$ cat config.mk
export PLATFORM = sky130hd
export DESIGN_NAME = chopper_top
export DESIGN_NICKNAME = d
export VERILOG_FILES = /design/src/rtl/chopper_pkg.sv /design/src/rtl/bridge_if.sv /design/src/rtl/bridge_chopper.sv /design/src/rtl/gate_driver.sv /design/src/rtl/chopper_top.sv
export SDC_FILE = /design/constraint.sdc
export NUM_CORES = 1
export LEC_CHECK = 0
export ABC_AREA = 1
export CAP_MARGIN = 20
export CORE_ASPECT_RATIO = 1.5
export CORE_MARGIN = 2
export CORE_UTILIZATION = 50
export DETAILED_ROUTE_END_ITERATION = 8
export DONT_BUFFER_PORTS = 1
export GPL_TIMING_DRIVEN = 0
export MAX_ROUTING_LAYER = met4
export PLACE_DENSITY = 0.76
export SLEW_MARGIN = 25
export SYNTH_ARGS = -nofsm -noshare
export SYNTH_HDL_FRONTEND = slang
export SYNTH_SLANG_ARGS = --single-unit
$ cat constraint.sdc
create_clock -name clk -period 1.88 [get_ports clk]
set_input_delay 0 -clock clk [delete_from_list [all_inputs] [get_ports clk]]
set_output_delay 0 -clock clk [all_outputs]
set_load 0.005 [all_outputs]
$ cat src/rtl/chopper_pkg.sv
// Constants, encodings and register map of the dual bridge chopper.
// Assumes a single 125 MHz clock domain for every user of the package.
package chopper_pkg;
	localparam int CLK_MHZ = 125;
	localparam int CNT_W = 12;
	localparam int NUM_BR = 2;
	localparam int ADDR_W = 4;
	localparam int DATA_W = 32;
	localparam int STRB_W = DATA_W / 8;
	localparam logic [CNT_W-1:0] CNT_ONE = 12'h001;
	// Blanking times in ns, rounded up to whole cycles
	localparam int BLANK_NS_0 = 600;
	localparam int BLANK_NS_1 = 900;
	localparam int BLANK_NS_2 = 1200;
	localparam int BLANK_NS_3 = 1500;
	localparam logic [CNT_W-1:0] BLANK_CYC_0 = CNT_W'((BLANK_NS_0 * CLK_MHZ + 999) / 1000);
	localparam logic [CNT_W-1:0] BLANK_CYC_1 = CNT_W'((BLANK_NS_1 * CLK_MHZ + 999) / 1000);
	localparam logic [CNT_W-1:0] BLANK_CYC_2 = CNT_W'((BLANK_NS_2 * CLK_MHZ + 999) / 1000);
	localparam logic [CNT_W-1:0] BLANK_CYC_3 = CNT_W'((BLANK_NS_3 * CLK_MHZ + 999) / 1000);
	localparam logic [1:0] BLANK_SEL_RST = 2'h2;
	// Fast decay budget that a growing on phase eats into
	localparam int FAST_NS_RST = 2000;
	localparam logic [CNT_W-1:0] FAST_BASE_RST = CNT_W'((FAST_NS_RST * CLK_MHZ) / 1000);
	// Register map
	localparam logic [ADDR_W-1:0] OFS_CTRL = 4'h0;
	localparam logic [ADDR_W-1:0] OFS_STAT = 4'h4;
	localparam logic [ADDR_W-1:0] OFS_FAST = 4'h8;
	localparam int CTRL_W = 3;
	localparam int CTRL_BL_LO = 0;
	localparam int CTRL_BL_HI = 1;
	localparam int CTRL_STBY = 2;
	localparam logic [CTRL_W-1:0] CTRL_RST = {1'b0, BLANK_SEL_RST};
	localparam int STAT_OC = 0;
	localparam int STAT_PHA = 1;
	localparam int STAT_PHB = 3;
	localparam int STAT_POLA = 5;
	localparam int STAT_POLB = 6;
	localparam logic [1:0] RESP_OKAY = 2'h0;
	localparam logic [1:0] RESP_SLVERR = 2'h2;
	// Gate vector {high1, high2, low1, low2}
	localparam logic [3:0] GATE_OFF = 4'h0;
	localparam logic [3:0] GATE_ON_LO = 4'h9;
	localparam logic [3:0] GATE_ON_HI = 4'h6;
	localparam logic [3:0] GATE_FAST_LO = 4'h2;
	localparam logic [3:0] GATE_FAST_HI = 4'h1;
	localparam logic [3:0] GATE_SLOW = 4'h3;
	typedef enum logic [1:0] {
		PH_SLOW = 2'b00,
		PH_ON = 2'b01,
		PH_FAST = 2'b10
	} chop_phase_e;
	function automatic logic [CNT_W-1:0] blank_cycles(input logic [1:0] code);
		case (code)
			2'h0: blank_cycles = BLANK_CYC_0;
			2'h1: blank_cycles = BLANK_CYC_1;
			2'h2: blank_cycles = BLANK_CYC_2;
			default: blank_cycles = BLANK_CYC_3;
		endcase
	endfunction
endpackage

$ cat src/rtl/bridge_if.sv
// Signals shared by the top, one bridge sequencer and its gate driver.
// Assumes all three sit on the same clock.
interface bridge_if;
	import chopper_pkg::*;
	logic start, pol, mix_en_n, sense_hit, kill;
	logic [CNT_W-1:0] blank_cyc, fast_base, on_cnt;
	logic pol_q, blank_zero;
	chop_phase_e phase;
	logic [3:0] gates;
	modport ctl (output start, pol, mix_en_n, sense_hit, kill, blank_cyc, fast_base,
		input phase, pol_q, blank_zero, on_cnt, gates);
	modport chop (input start, pol, mix_en_n, sense_hit, blank_cyc, fast_base,
		output phase, pol_q, blank_zero, on_cnt);
	modport drv (input phase, pol_q, kill, output gates);
endinterface

$ cat src/rtl/bridge_chopper.sv
// One bridge's on / fast / slow decay sequencer.
// Assumes start is a one-cycle pulse from the top at the bridge's clock edge.
module bridge_chopper import chopper_pkg::*; (
	input wire logic clk,
	input wire logic rstn,
	input wire logic ce,
	bridge_if.chop bus
);
	chop_phase_e phase_q;
	logic pol_q;
	logic [CNT_W-1:0] blank_q, fast_q, on_q, fast_len;
	logic restart, on_end;

	assign restart = bus.start || (bus.pol != pol_q);
	assign on_end = (phase_q == PH_ON) && (blank_q == '0) && bus.sense_hit;
	// Longer on phase leaves less fast decay; disabled mix means none
	assign fast_len = (bus.mix_en_n || on_q >= bus.fast_base) ? '0 : bus.fast_base - on_q;

	always_ff @(posedge clk) begin
		if (!rstn)
			pol_q <= 1'b0;
		else if (ce)
			pol_q <= bus.pol;
	end

	always_ff @(posedge clk) begin
		if (!rstn) begin
			phase_q <= PH_SLOW;
		end else if (ce) begin
			if (restart) begin
				phase_q <= PH_ON;
			end else begin
				case (phase_q)
					PH_ON: if (on_end) phase_q <= (fast_len == '0) ? PH_SLOW : PH_FAST;
					PH_FAST: if (fast_q <= CNT_ONE) phase_q <= PH_SLOW;
					PH_SLOW: phase_q <= PH_SLOW;
					default: phase_q <= PH_SLOW;
				endcase
			end
		end
	end

	always_ff @(posedge clk) begin
		if (!rstn)
			blank_q <= '0;
		else if (ce && restart)
			blank_q <= bus.blank_cyc;
		else if (ce && phase_q == PH_ON && blank_q != '0)
			blank_q <= blank_q - CNT_ONE;
	end

	always_ff @(posedge clk) begin
		if (!rstn)
			on_q <= '0;
		else if (ce && restart)
			on_q <= '0;
		else if (ce && phase_q == PH_ON && on_q != '1)
			on_q <= on_q + CNT_ONE;
	end

	always_ff @(posedge clk) begin
		if (!rstn)
			fast_q <= '0;
		else if (ce && !restart && on_end)
			fast_q <= fast_len;
		else if (ce && phase_q == PH_FAST && fast_q != '0)
			fast_q <= fast_q - CNT_ONE;
	end

	assign bus.phase = phase_q;
	assign bus.pol_q = pol_q;
	assign bus.blank_zero = (blank_q == '0);
	assign bus.on_cnt = on_q;
endmodule // bridge_chopper

$ cat src/rtl/gate_driver.sv
// Registered switch pattern for one bridge from phase and polarity.
// Assumes kill already merges standby and the overcurrent flag.
module gate_driver import chopper_pkg::*; (
	input wire logic clk,
	input wire logic rstn,
	input wire logic ce,
	bridge_if.drv bus
);
	logic [3:0] gates_q;

	always_ff @(posedge clk) begin
		if (!rstn) begin
			gates_q <= GATE_OFF;
		end else if (ce) begin
			if (bus.kill) begin
				gates_q <= GATE_OFF;
			end else begin
				case (bus.phase)
					PH_ON: gates_q <= bus.pol_q ? GATE_ON_HI : GATE_ON_LO;
					PH_FAST: gates_q <= bus.pol_q ? GATE_FAST_HI : GATE_FAST_LO;
					PH_SLOW: gates_q <= GATE_SLOW;
					default: gates_q <= GATE_OFF;
				endcase
			end
		end
	end

	assign bus.gates = gates_q;
endmodule // gate_driver

$ cat src/rtl/chopper_top.sv
// Top of the dual bridge chopper: oscillator edges, fault latch, AXI4-Lite registers.
// Assumes all pins are synchronous to clk and the oscillator input never floats.
//
// Design decisions made here: the AXI4-Lite slave port and the placing of the registers.
module chopper_top import chopper_pkg::*; (
	input wire logic clk,
	input wire logic rstn,
	input wire logic ce,
	input wire logic osc_clk_in,
	input wire logic coil_a_polarity,
	input wire logic coil_b_polarity,
	input wire logic decay_mix_en_a_n,
	input wire logic decay_mix_en_b_n,
	input wire logic current_sense_a,
	input wire logic current_sense_b,
	input wire logic hs_drop_exceeded,
	output logic [3:0] gate_a,
	output logic [3:0] gate_b,
	output logic fault_out,
	input wire logic [ADDR_W-1:0] awaddr,
	input wire logic awvalid,
	output logic awready,
	input wire logic [DATA_W-1:0] wdata,
	input wire logic [STRB_W-1:0] wstrb,
	input wire logic wvalid,
	output logic wready,
	output logic [1:0] bresp,
	output logic bvalid,
	input wire logic bready,
	input wire logic [ADDR_W-1:0] araddr,
	input wire logic arvalid,
	output logic arready,
	output logic [DATA_W-1:0] rdata,
	output logic [1:0] rresp,
	output logic rvalid,
	input wire logic rready
);
	function automatic logic reg_hit(input logic [ADDR_W-1:0] a);
		reg_hit = (a == OFS_CTRL) || (a == OFS_STAT) || (a == OFS_FAST);
	endfunction

	function automatic logic [DATA_W-1:0] merge_strb(input logic [DATA_W-1:0] old_v,
		input logic [DATA_W-1:0] new_v, input logic [STRB_W-1:0] strb);
		logic [DATA_W-1:0] m;
		m = old_v;
		for (int i = 0; i < STRB_W; i++) begin
			if (strb[i])
				m[i*8 +: 8] = new_v[i*8 +: 8];
		end
		merge_strb = m;
	endfunction

	logic osc_q, osc_rise, osc_fall;
	logic oc_flag_q, kill;
	logic [CTRL_W-1:0] ctrl_q;
	logic [CNT_W-1:0] fast_base_q;
	logic aw_hold_q, w_hold_q, bvalid_q, rvalid_q, wr_fire, rd_fire;
	logic [ADDR_W-1:0] awaddr_q;
	logic [DATA_W-1:0] wdata_q, rdata_q, stat_w, rd_mux;
	logic [STRB_W-1:0] wstrb_q;
	logic [1:0] bresp_q, rresp_q;
	logic [NUM_BR-1:0] start_w, pol_w, mix_w, sense_w;
	logic restart_a, restart_b;

	// Oscillator pin is taken as synchronous; edges become start pulses
	always_ff @(posedge clk) begin
		if (!rstn)
			osc_q <= 1'b0;
		else if (ce)
			osc_q <= osc_clk_in;
	end

	assign osc_rise = osc_clk_in && !osc_q;
	assign osc_fall = !osc_clk_in && osc_q;

	// Rise and fall of one clock give the half-period offset
	assign start_w = {osc_fall, osc_rise};
	assign pol_w = {coil_b_polarity, coil_a_polarity};
	assign mix_w = {decay_mix_en_b_n, decay_mix_en_a_n};
	assign sense_w = {current_sense_b, current_sense_a};

	// Fault latch; a new fault beats a standby clear in the same cycle
	always_ff @(posedge clk) begin
		if (!rstn)
			oc_flag_q <= 1'b0;
		else if (ce && hs_drop_exceeded)
			oc_flag_q <= 1'b1;
		else if (ce && ctrl_q[CTRL_STBY])
			oc_flag_q <= 1'b0;
	end

	assign kill = oc_flag_q || ctrl_q[CTRL_STBY];
	assign fault_out = oc_flag_q;

	bridge_if br[NUM_BR] ();

	generate
		for (genvar i = 0; i < NUM_BR; i++) begin : g_br
			assign br[i].start = start_w[i];
			assign br[i].pol = pol_w[i];
			assign br[i].mix_en_n = mix_w[i];
			assign br[i].sense_hit = sense_w[i];
			assign br[i].kill = kill;
			assign br[i].blank_cyc = blank_cycles({ctrl_q[CTRL_BL_HI], ctrl_q[CTRL_BL_LO]});
			assign br[i].fast_base = fast_base_q;
			bridge_chopper u_chop (
				.clk(clk),
				.rstn(rstn),
				.ce(ce),
				.bus(br[i])
			);
			gate_driver u_gate (
				.clk(clk),
				.rstn(rstn),
				.ce(ce),
				.bus(br[i])
			);
		end
	endgenerate

	assign gate_a = br[0].gates;
	assign gate_b = br[1].gates;

	// Write path: address and data may arrive in either order
	assign awready = !aw_hold_q;
	assign wready = !w_hold_q;
	assign wr_fire = aw_hold_q && w_hold_q && !bvalid_q;

	always_ff @(posedge clk) begin
		if (!rstn) begin
			aw_hold_q <= 1'b0;
			awaddr_q <= '0;
		end else if (ce) begin
			if (awvalid && awready) begin
				aw_hold_q <= 1'b1;
				awaddr_q <= awaddr;
			end else if (wr_fire) begin
				aw_hold_q <= 1'b0;
			end
		end
	end

	always_ff @(posedge clk) begin
		if (!rstn) begin
			w_hold_q <= 1'b0;
			wdata_q <= '0;
			wstrb_q <= '0;
		end else if (ce) begin
			if (wvalid && wready) begin
				w_hold_q <= 1'b1;
				wdata_q <= wdata;
				wstrb_q <= wstrb;
			end else if (wr_fire) begin
				w_hold_q <= 1'b0;
			end
		end
	end

	always_ff @(posedge clk) begin
		if (!rstn) begin
			bvalid_q <= 1'b0;
			bresp_q <= RESP_OKAY;
		end else if (ce) begin
			if (wr_fire) begin
				bvalid_q <= 1'b1;
				bresp_q <= reg_hit(awaddr_q) ? RESP_OKAY : RESP_SLVERR;
			end else if (bvalid_q && bready) begin
				bvalid_q <= 1'b0;
			end
		end
	end

	assign bvalid = bvalid_q;
	assign bresp = bresp_q;

	// Control register: blank select and standby
	always_ff @(posedge clk) begin
		if (!rstn)
			ctrl_q <= CTRL_RST;
		else if (ce && wr_fire && awaddr_q == OFS_CTRL)
			ctrl_q <= CTRL_W'(merge_strb(DATA_W'(ctrl_q), wdata_q, wstrb_q));
	end

	always_ff @(posedge clk) begin
		if (!rstn)
			fast_base_q <= FAST_BASE_RST;
		else if (ce && wr_fire && awaddr_q == OFS_FAST)
			fast_base_q <= CNT_W'(merge_strb(DATA_W'(fast_base_q), wdata_q, wstrb_q));
	end

	// Status shows live phases, sampled polarities and the fault latch
	always_comb begin
		stat_w = '0;
		stat_w[STAT_OC] = oc_flag_q;
		stat_w[STAT_PHA +: 2] = br[0].phase;
		stat_w[STAT_PHB +: 2] = br[1].phase;
		stat_w[STAT_POLA] = br[0].pol_q;
		stat_w[STAT_POLB] = br[1].pol_q;
	end

	always_comb begin
		case (araddr)
			OFS_CTRL: rd_mux = DATA_W'(ctrl_q);
			OFS_STAT: rd_mux = stat_w;
			OFS_FAST: rd_mux = DATA_W'(fast_base_q);
			default: rd_mux = '0;
		endcase
	end

	assign arready = !rvalid_q;
	assign rd_fire = arvalid && arready;

	always_ff @(posedge clk) begin
		if (!rstn) begin
			rvalid_q <= 1'b0;
			rdata_q <= '0;
			rresp_q <= RESP_OKAY;
		end else if (ce) begin
			if (rd_fire) begin
				rvalid_q <= 1'b1;
				rdata_q <= rd_mux;
				rresp_q <= reg_hit(araddr) ? RESP_OKAY : RESP_SLVERR;
			end else if (rvalid_q && rready) begin
				rvalid_q <= 1'b0;
			end
		end
	end

	assign rvalid = rvalid_q;
	assign rdata = rdata_q;
	assign rresp = rresp_q;

	// Helper terms for the checks below
	assign restart_a = osc_rise || (coil_a_polarity != br[0].pol_q);
	assign restart_b = osc_fall || (coil_b_polarity != br[1].pol_q);
endmodule // chopper_top

# Word level (Yosys, flattened, before mapping)
# Index checks and enable logic that the tools add are counted.
# word_totals
ff_bits	161
latchBits	0
mem_bits_rw	0
rom_bits	0
input_bits	60
output_inout_bits	50
elab_cells	187
memories	0
# op_classes
add_sub_neg	8
n_mul	0
n_div	0
magnitude_cmp	4
eq_ne	18
shifts	0
mux	41
bitwise	1
n_reduce_logical	88
# ops
op	count
$mux W12	10
$logic_not A12 Y1	4
$reduce_bool A12 Y1	4
$sub A12 B1 Y12 const B	4
$pmux W12 S3	1
$logic_and A1 B1 Y1	34
$add A12 B1 Y12 const B	2
$ge A12 B12 Y1	2
$le A12 B1 Y1 const B	2
$mux W2	12
$ne A12 B12 Y1 const B	2
$pmux W4 S3	2
$pmux W8 S3	1
$sub A12 B12 Y12	2
$reduce_and A2 Y1	11
$reduce_bool A2 Y1	9
$mux W4	4
$ne A3 B1 Y1 const B	4
$logic_or A1 B1 Y1	9
$mux W1	9
$eq A4 B3 Y1 const B	2
$eq A4 B4 Y1 const B	2
$logic_not A1 Y1	8
$logic_not A4 Y1	2
8 further kinds	18

# Longest topological paths before layout
# logic_depth
word_depth	8
mapped_depth	17
ltp_nobuf	17

# By module
# A second synthesis with hierarchy kept.
# hier_totals
cells_unflattened	1359
area_unflattened_um2	9004.9
# modules_own_cells
mod	n_inst	cells_per_inst	area_each_um2	seq_area_each_um2
bridge_chopper at g_br[1].u_chop	1	490	3180.6	780.7
bridge_chopper at g_br[0].u_chop	1	485	3027.9	780.7
chopper_top	1	332	2431.1	1061.0
gate_driver	2	26	182.7	80.1

# Worst setup path after synthesis
# No wires, ideal clock.
# synth_path
path_type	reg2reg
start	register fast_base_q[0], in the netlist br[0].fast_base[0]
end	register g_br[1].u_chop.phase_q[1]
setup_ns	0.132
arrival_time_ns	1.938
required_ns	1.748
setup_slack_ns	-0.190
stages_incl_launch_ff	18
path_buffers	1
synth_period_minus_slack_ns	2.070
cell_sequence	dfxtp_1 -> inv_1 -> ha_1 -> inv_1 -> fa_1 -> nand3_1 -> nand2_1 -> nand3_1 -> nand3_2 -> nand2_2 -> inv_2 -> buf_6 -> o21ai_0 -> nand2_1 -> nor2_1 -> nand2_1 -> nand2_1 -> a21oi_1
# synth_via
elab_chain_cells	8
elab_cells_between_ends	9
classes_between	add/sub: 1; order compare: 1; mux: 5; reduce/logical: 2
# synth_lines
element	line	rtl
start, declared	chopper_top.sv:56	logic [CNT_W-1:0] fast_base_q;
start signal, assigned	chopper_top.sv:188	fast_base_q <= CNT_W'(merge_strb(DATA_W'(fast_base_q), wdata_q, wstrb_q));
$ge A12 B12 Y1	bridge_chopper.sv:17	assign fast_len = (bus.mix_en_n || on_q >= bus.fast_base) ? '0 : bus.fast_base - on_q;
$logic_or A1 B1 Y1	bridge_chopper.sv:17	
$mux W12 (*)	bridge_chopper.sv:17	
$logic_not A12 Y1 (*)	bridge_chopper.sv:34	PH_ON: if (on_end) phase_q <= (fast_len == '0) ? PH_SLOW : PH_FAST;
$mux W2 (*) (2 in a row)	bridge_chopper.sv:34	
$pmux W2 S2 (*)	bridge_chopper.sv:33	case (phase_q)
$mux W2 (*)	bridge_chopper.sv:30	if (restart) begin
end signal, assigned	bridge_chopper.sv:34	
end, declared	bridge_chopper.sv:9	chop_phase_e phase_q;
# Mark *: on every way between the ends. The rest lies on a longest branch, timed or not. The select of a mux whose other input is x is not followed.
# A chain may end at the register's enable or synchronous reset.

# Worst setup path in the final report
# layout_path
start	register g_br[0].u_chop.on_q[3]
end	register g_br[0].u_chop.phase_q[1]
# layout_via
elab_chain_cells	8
elab_cells_between_ends	9
classes_between	add/sub: 1; order compare: 1; mux: 5; reduce/logical: 2
# layout_lines
element	line	rtl
start, declared	bridge_chopper.sv:11	logic [CNT_W-1:0] blank_q, fast_q, on_q, fast_len;
start signal, assigned	bridge_chopper.sv:58	on_q <= on_q + CNT_ONE;
$ge A12 B12 Y1	bridge_chopper.sv:17	
$logic_or A1 B1 Y1	bridge_chopper.sv:17	
$mux W12 (*)	bridge_chopper.sv:17	
$logic_not A12 Y1 (*)	bridge_chopper.sv:34	
$mux W2 (*) (2 in a row)	bridge_chopper.sv:34	
$pmux W2 S2 (*)	bridge_chopper.sv:33	
$mux W2 (*)	bridge_chopper.sv:30	
end signal, assigned	bridge_chopper.sv:34	
end, declared	bridge_chopper.sv:9	
# Marks and branches as above.

==> results.md <==
Worst setup path:
- The slowest stage of the critical path belongs to the cell sky130_fd_sc_hd__dfxtp_4.
- The delay of the slowest critical-path stage is about 370 ps.
- Traced cell by cell, the critical path runs through inv_1 > ha_4 > nand4_1 > nand3b_1 > nand2_1 > inv_1 > nand2_2 > inv_4 > buf_8 > buf_6 > nand2_4 > nand3_2 > nor2_1 > nand2_1 > nand2_1 > nand2_1.
- By instance count, the cell type seen most on the critical path is sky130_fd_sc_hd__nand2_1.
- The data arrival time of the critical path is approximately 2700 ps.
- The critical setup path kind is reg -> reg.
- The category of the worst setup path launch point is a register.
- Of all nets on the critical path, the largest fanout is 6.
- Broken down by cell family, the worst path's largest delay share belongs to simple AND/OR/NAND/NOR gates.
- The type of destination of the critical path is a register.
- The critical path contains buffers and inverters numbering 5 combined.
- STA puts the critical path data required time at between 2000 and 2500 ps.

Logic synthesis:
- The synthesized area is 8490 sq um.
- The share of synthesized registers carrying an async set or reset is 0.
- The commonest register cell after synthesis is sky130_fd_sc_hd__dfxtp_1.
- The synthesized design contains between 100 and 150 register bits.
- The total number of yosys warnings is 0.
- The average instance in the mapped netlist occupies between 6 and 7 sq um.
- The count of flip-flops with a built-in enable after synthesis is 0.
- After synthesis, the netlist uses between 50 and 60 different library cells.
- The post-synthesis cell count is between 1000 and 1500.
- Of the synthesized area, sequential elements account for 0.328.

Final layout:
- After filler insertion, the fill cell instance count of the layout stands at ~1400.
- Leaving out fill and tap cells, the most frequent cell in the layout is sky130_fd_sc_hd__nand2_1.
- The fraction of layout cells with a size suffix above 1 is 0.250.
- The final antenna diode count is 0.
- The final design instance area without fill is roughly 11000 sq um.
- Leaving out fill and tap cells, the most frequent cells in the layout are 228 x sky130_fd_sc_hd__nand2_1, 127 x sky130_fd_sc_hd__inv_1, 123 x sky130_fd_sc_hd__nor2_1.
- The area growth from synthesis to final layout is 31.4%.
- The net total in the final layout is 1484.

CTS:
- The clock slew at the register clock pins of the worst setup and hold paths is approximately 70 ps.
- In this run the clock root is driven by a sky130_fd_sc_hd__clkbuf_16.
- The count of H-tree levels built during CTS is 4.
- The TritonCTS clock tree is done.
- The number of buffers added by the clock tree synthesis step is 17.
- Clock latency on the worst-skew pair, taken at its later pin, is between 400 and 500 ps.
- The TritonCTS sink count is approximately 140.
- The buffer levels on the longest clock path is 2.

GRT:
- The overall fraction of global-route tracks in use is 0.301.
- The maximum number of pins on one net before global-route repair is 17.
- The number of global-route vias before repair came to 8395.
- The initial antenna violation count is 0.
- The first global-routing pass estimated about 42 mm of wire.
- After global routing the overflow that remains totals 0.

Drt:
- The number of optimization iterations in the first detailed-route pass is 6.
- The detail-routed net length per standard cell is around 18 um.
- In this run, the number of DRC markers left after iteration 0 of detailed routing was a little under 800.
- The remaining design rule violation count is 0.
- The routed layout has between 9000 and 10000 vias.
- The number of nets with antenna violations after routing is 0.
- In the routed layout, each cell is associated on average with a via count of between 5 and 6.
- Summed over all layers, the routed wires come to roughly 28 mm.

STA:
- For this run, the top clock speed supported by timing is roughly 430 MHz.
- Dividing the final minimum period by the clock period gives 1.25.
- The number of pins exceeding their max-slew limit in the final report came to 0.
- Setup repair after global routing could not meet its margin everywhere.
- The transition time at the pin with the least slew margin is between 900 and 1000 ps.
- Subtracting the final worst setup slack from the clock period gives roughly 2300 ps.
- Measured against its own limit, the worst slew margin works out to 0.344.
- The post-route worst setup slack is -470 ps.
- The final-report setup violation count is 23.
- Between clock sinks in the finished design, the worst skew comes to 13.3 ps.
- The final count of hold timing violations was 0.

Floorplanning:
- The initial utilization of the core area, before any placement, comes to 0.509.
- between 100 and 150 I/O pins were placed.
- The die covers 18100 sq um.
- The placement row count is between 50 and 60.
- The area of the core is ~17000 sq um.
- The die extent in x is 110 um.
- The chip height is 164 um.

Power and ir drop:
- The worst IR drop on VDD is 0.605 mV.
- Summing internal, switching and leakage power gives 7950 uW.
- Power spread over the standard cell area amounts to a little over 700 nW/um^2.
- The reported leakage power is ~0.0047 uW.

Place:
- The routability congestion estimate from global placement is ~0.91.
- The total placed instance area is between 8000 and 9000 sq um.
- Once detailed placement completed, the half-perimeter wirelength came to 18.9 mm.
- The number of port buffers is 0.

Status:
- The flow ran to the end, but the final reports show violations.
- The checks that failed: negative setup slack.

Worst hold path:
- The worst min-delay path class is in -> reg.

Run:
- The number of max-cap violations is 0.
-- repair_timing --
item,4_1_cts,5_1_grt
hold endpoints to repair,40,1
hold buffers,32,1
gates resized for setup,119,109
gates cloned,0,1
setup buffers,21,34
pin swaps,37,53
setup endpoints to repair,49,70
-- cells in the mapped netlist (all sizes together) (5+ instances only) --
master,n,share of area
o21ai,105,0.062
a31oi,22,0.016
nand2,269,0.12
clkbuf,17,0.0075
a21oi,99,0.060
nand3,82,0.050
inv,170,0.075
a211oi,5,0.0056
xnor2,11,0.011
nand4,19,0.015
or2,6,0.0044
nor2,146,0.071
buf,32,0.029
xor2,15,0.015
nor3,34,0.026
nor3b,5,0.0044
o211ai,14,0.013
ha,37,0.055
dfxtp,139,0.33
-- final cells by class --
class | count | area (sq um) | area share
multi-input cells | 920 | 5660 | 0.507
plain buffers | 49 | 333 | 0.0298
flip-flops and latches | 139 | 2830 | 0.254
inverters | 171 | 663 | 0.0594
repair buffers | 87 | 798 | 0.0715
well taps | 210 | 263 | 0.0235
clock buffers | 19 | 453 | 0.0406
clock inverters | 13 | 156 | 0.0140
-- state kept, by name (all words and copies together) (netlist names) --
| register | count |
|---|---|
| awaddr_q | 4 |
| aw_hold_q | 1 |
| fault_out | 1 |
| g_br.u_chop.bus.phase | 4 |
| bvalid | 1 |
| osc_q | 1 |
| g_br.u_chop.fast_q | 24 |
| w_hold_q | 1 |
| bresp | 1 |
| wdata_q | 12 |
| br.fast_base | 12 |
| g_br.u_chop.bus.pol_q | 2 |
| g_br.u_gate.bus.gates | 8 |
| g_br.u_chop.blank_q | 24 |
| rvalid | 1 |
| ctrl_q | 3 |
| g_br.u_chop.bus.on_cnt | 24 |
| rresp | 1 |
| rdata | 12 |
| wstrb_q | 2 |
-- final timing paths --
path | startpoint | to | slack (ps) | cells past startpoint
min | araddr[3] | rdata[0]$_SDFFE_PN0P_ | 2 | 5
max reg2reg | g_br[0].u_chop.bus.on_cnt[3]$_SDFFE_PP0P_ | g_br[0].u_chop.bus.phase[1]$_SDFFE_PN0P_ | -470 | 16
min reg2reg | wstrb_q[1]$_SDFFE_PN0P_ | wstrb_q[1]$_SDFFE_PN0P_ | 460 | 2
max | g_br[0].u_chop.bus.on_cnt[3]$_SDFFE_PP0P_ | g_br[0].u_chop.bus.phase[1]$_SDFFE_PN0P_ | -470 | 16
-- per-layer routing --
layer  up-vias  GRT usage  wire length (um)
li1       4385          -                 -
met1      4214      0.310             10300
met2       384      0.535             14600
met3       114     0.0505              1780
met4         0      0.182              1610
met5         -          -                 0
-- where the power goes --
group	total (uW)	internal (uW)	switching (uW)
sequential	3180	3060	118
combinational	1230	484	748
clock	3540	2060	1480
total	7950	5600	2350
-- worst register-to-register path, stage by stage, from the launching register on --
cell                       delay (ps)
sky130_fd_sc_hd__dfxtp_4          370
sky130_fd_sc_hd__inv_1             90
sky130_fd_sc_hd__ha_4             320
sky130_fd_sc_hd__nand4_1          140
sky130_fd_sc_hd__nand3b_1         260
sky130_fd_sc_hd__nand2_1          110
sky130_fd_sc_hd__inv_1             50
sky130_fd_sc_hd__nand2_2           80
sky130_fd_sc_hd__inv_4             50
sky130_fd_sc_hd__buf_8            140
sky130_fd_sc_hd__buf_6            130
sky130_fd_sc_hd__nand2_4           70
sky130_fd_sc_hd__nand3_2           60
sky130_fd_sc_hd__nor2_1           120
sky130_fd_sc_hd__nand2_1          130
sky130_fd_sc_hd__nand2_1           90
sky130_fd_sc_hd__nand2_1           50
-- per-stage QoR --
step	setup WS (ps)	util	TNS, ps	cells	hold WS (ps)
finish	-470	0.669	-4740	1608	1.76
global route	-489	0.669	-7350	1608	25.4
CTS	-285	0.629	-3070	1573	11.4
detailed placement	-420	0.533	-6760	1488	158
global placement	-401	0.533	-5700	1488	156
floorplan	-46.6	-	-71.3	1278	149
-- logic make-up after synthesis --
| family | share of synthesized area |
|---|---|
| AND/OR/NAND/NOR | 0.299 |
| AO/OA/AOI/OAI | 0.175 |
| buffers and inverters | 0.112 |
| flip-flops | 0.328 |
| adder cells (fa/ha/maj) | 0.0592 |
| XOR/XNOR | 0.0268 |
| other | 0.000442 |
Power figures use the tool's default switching activity.
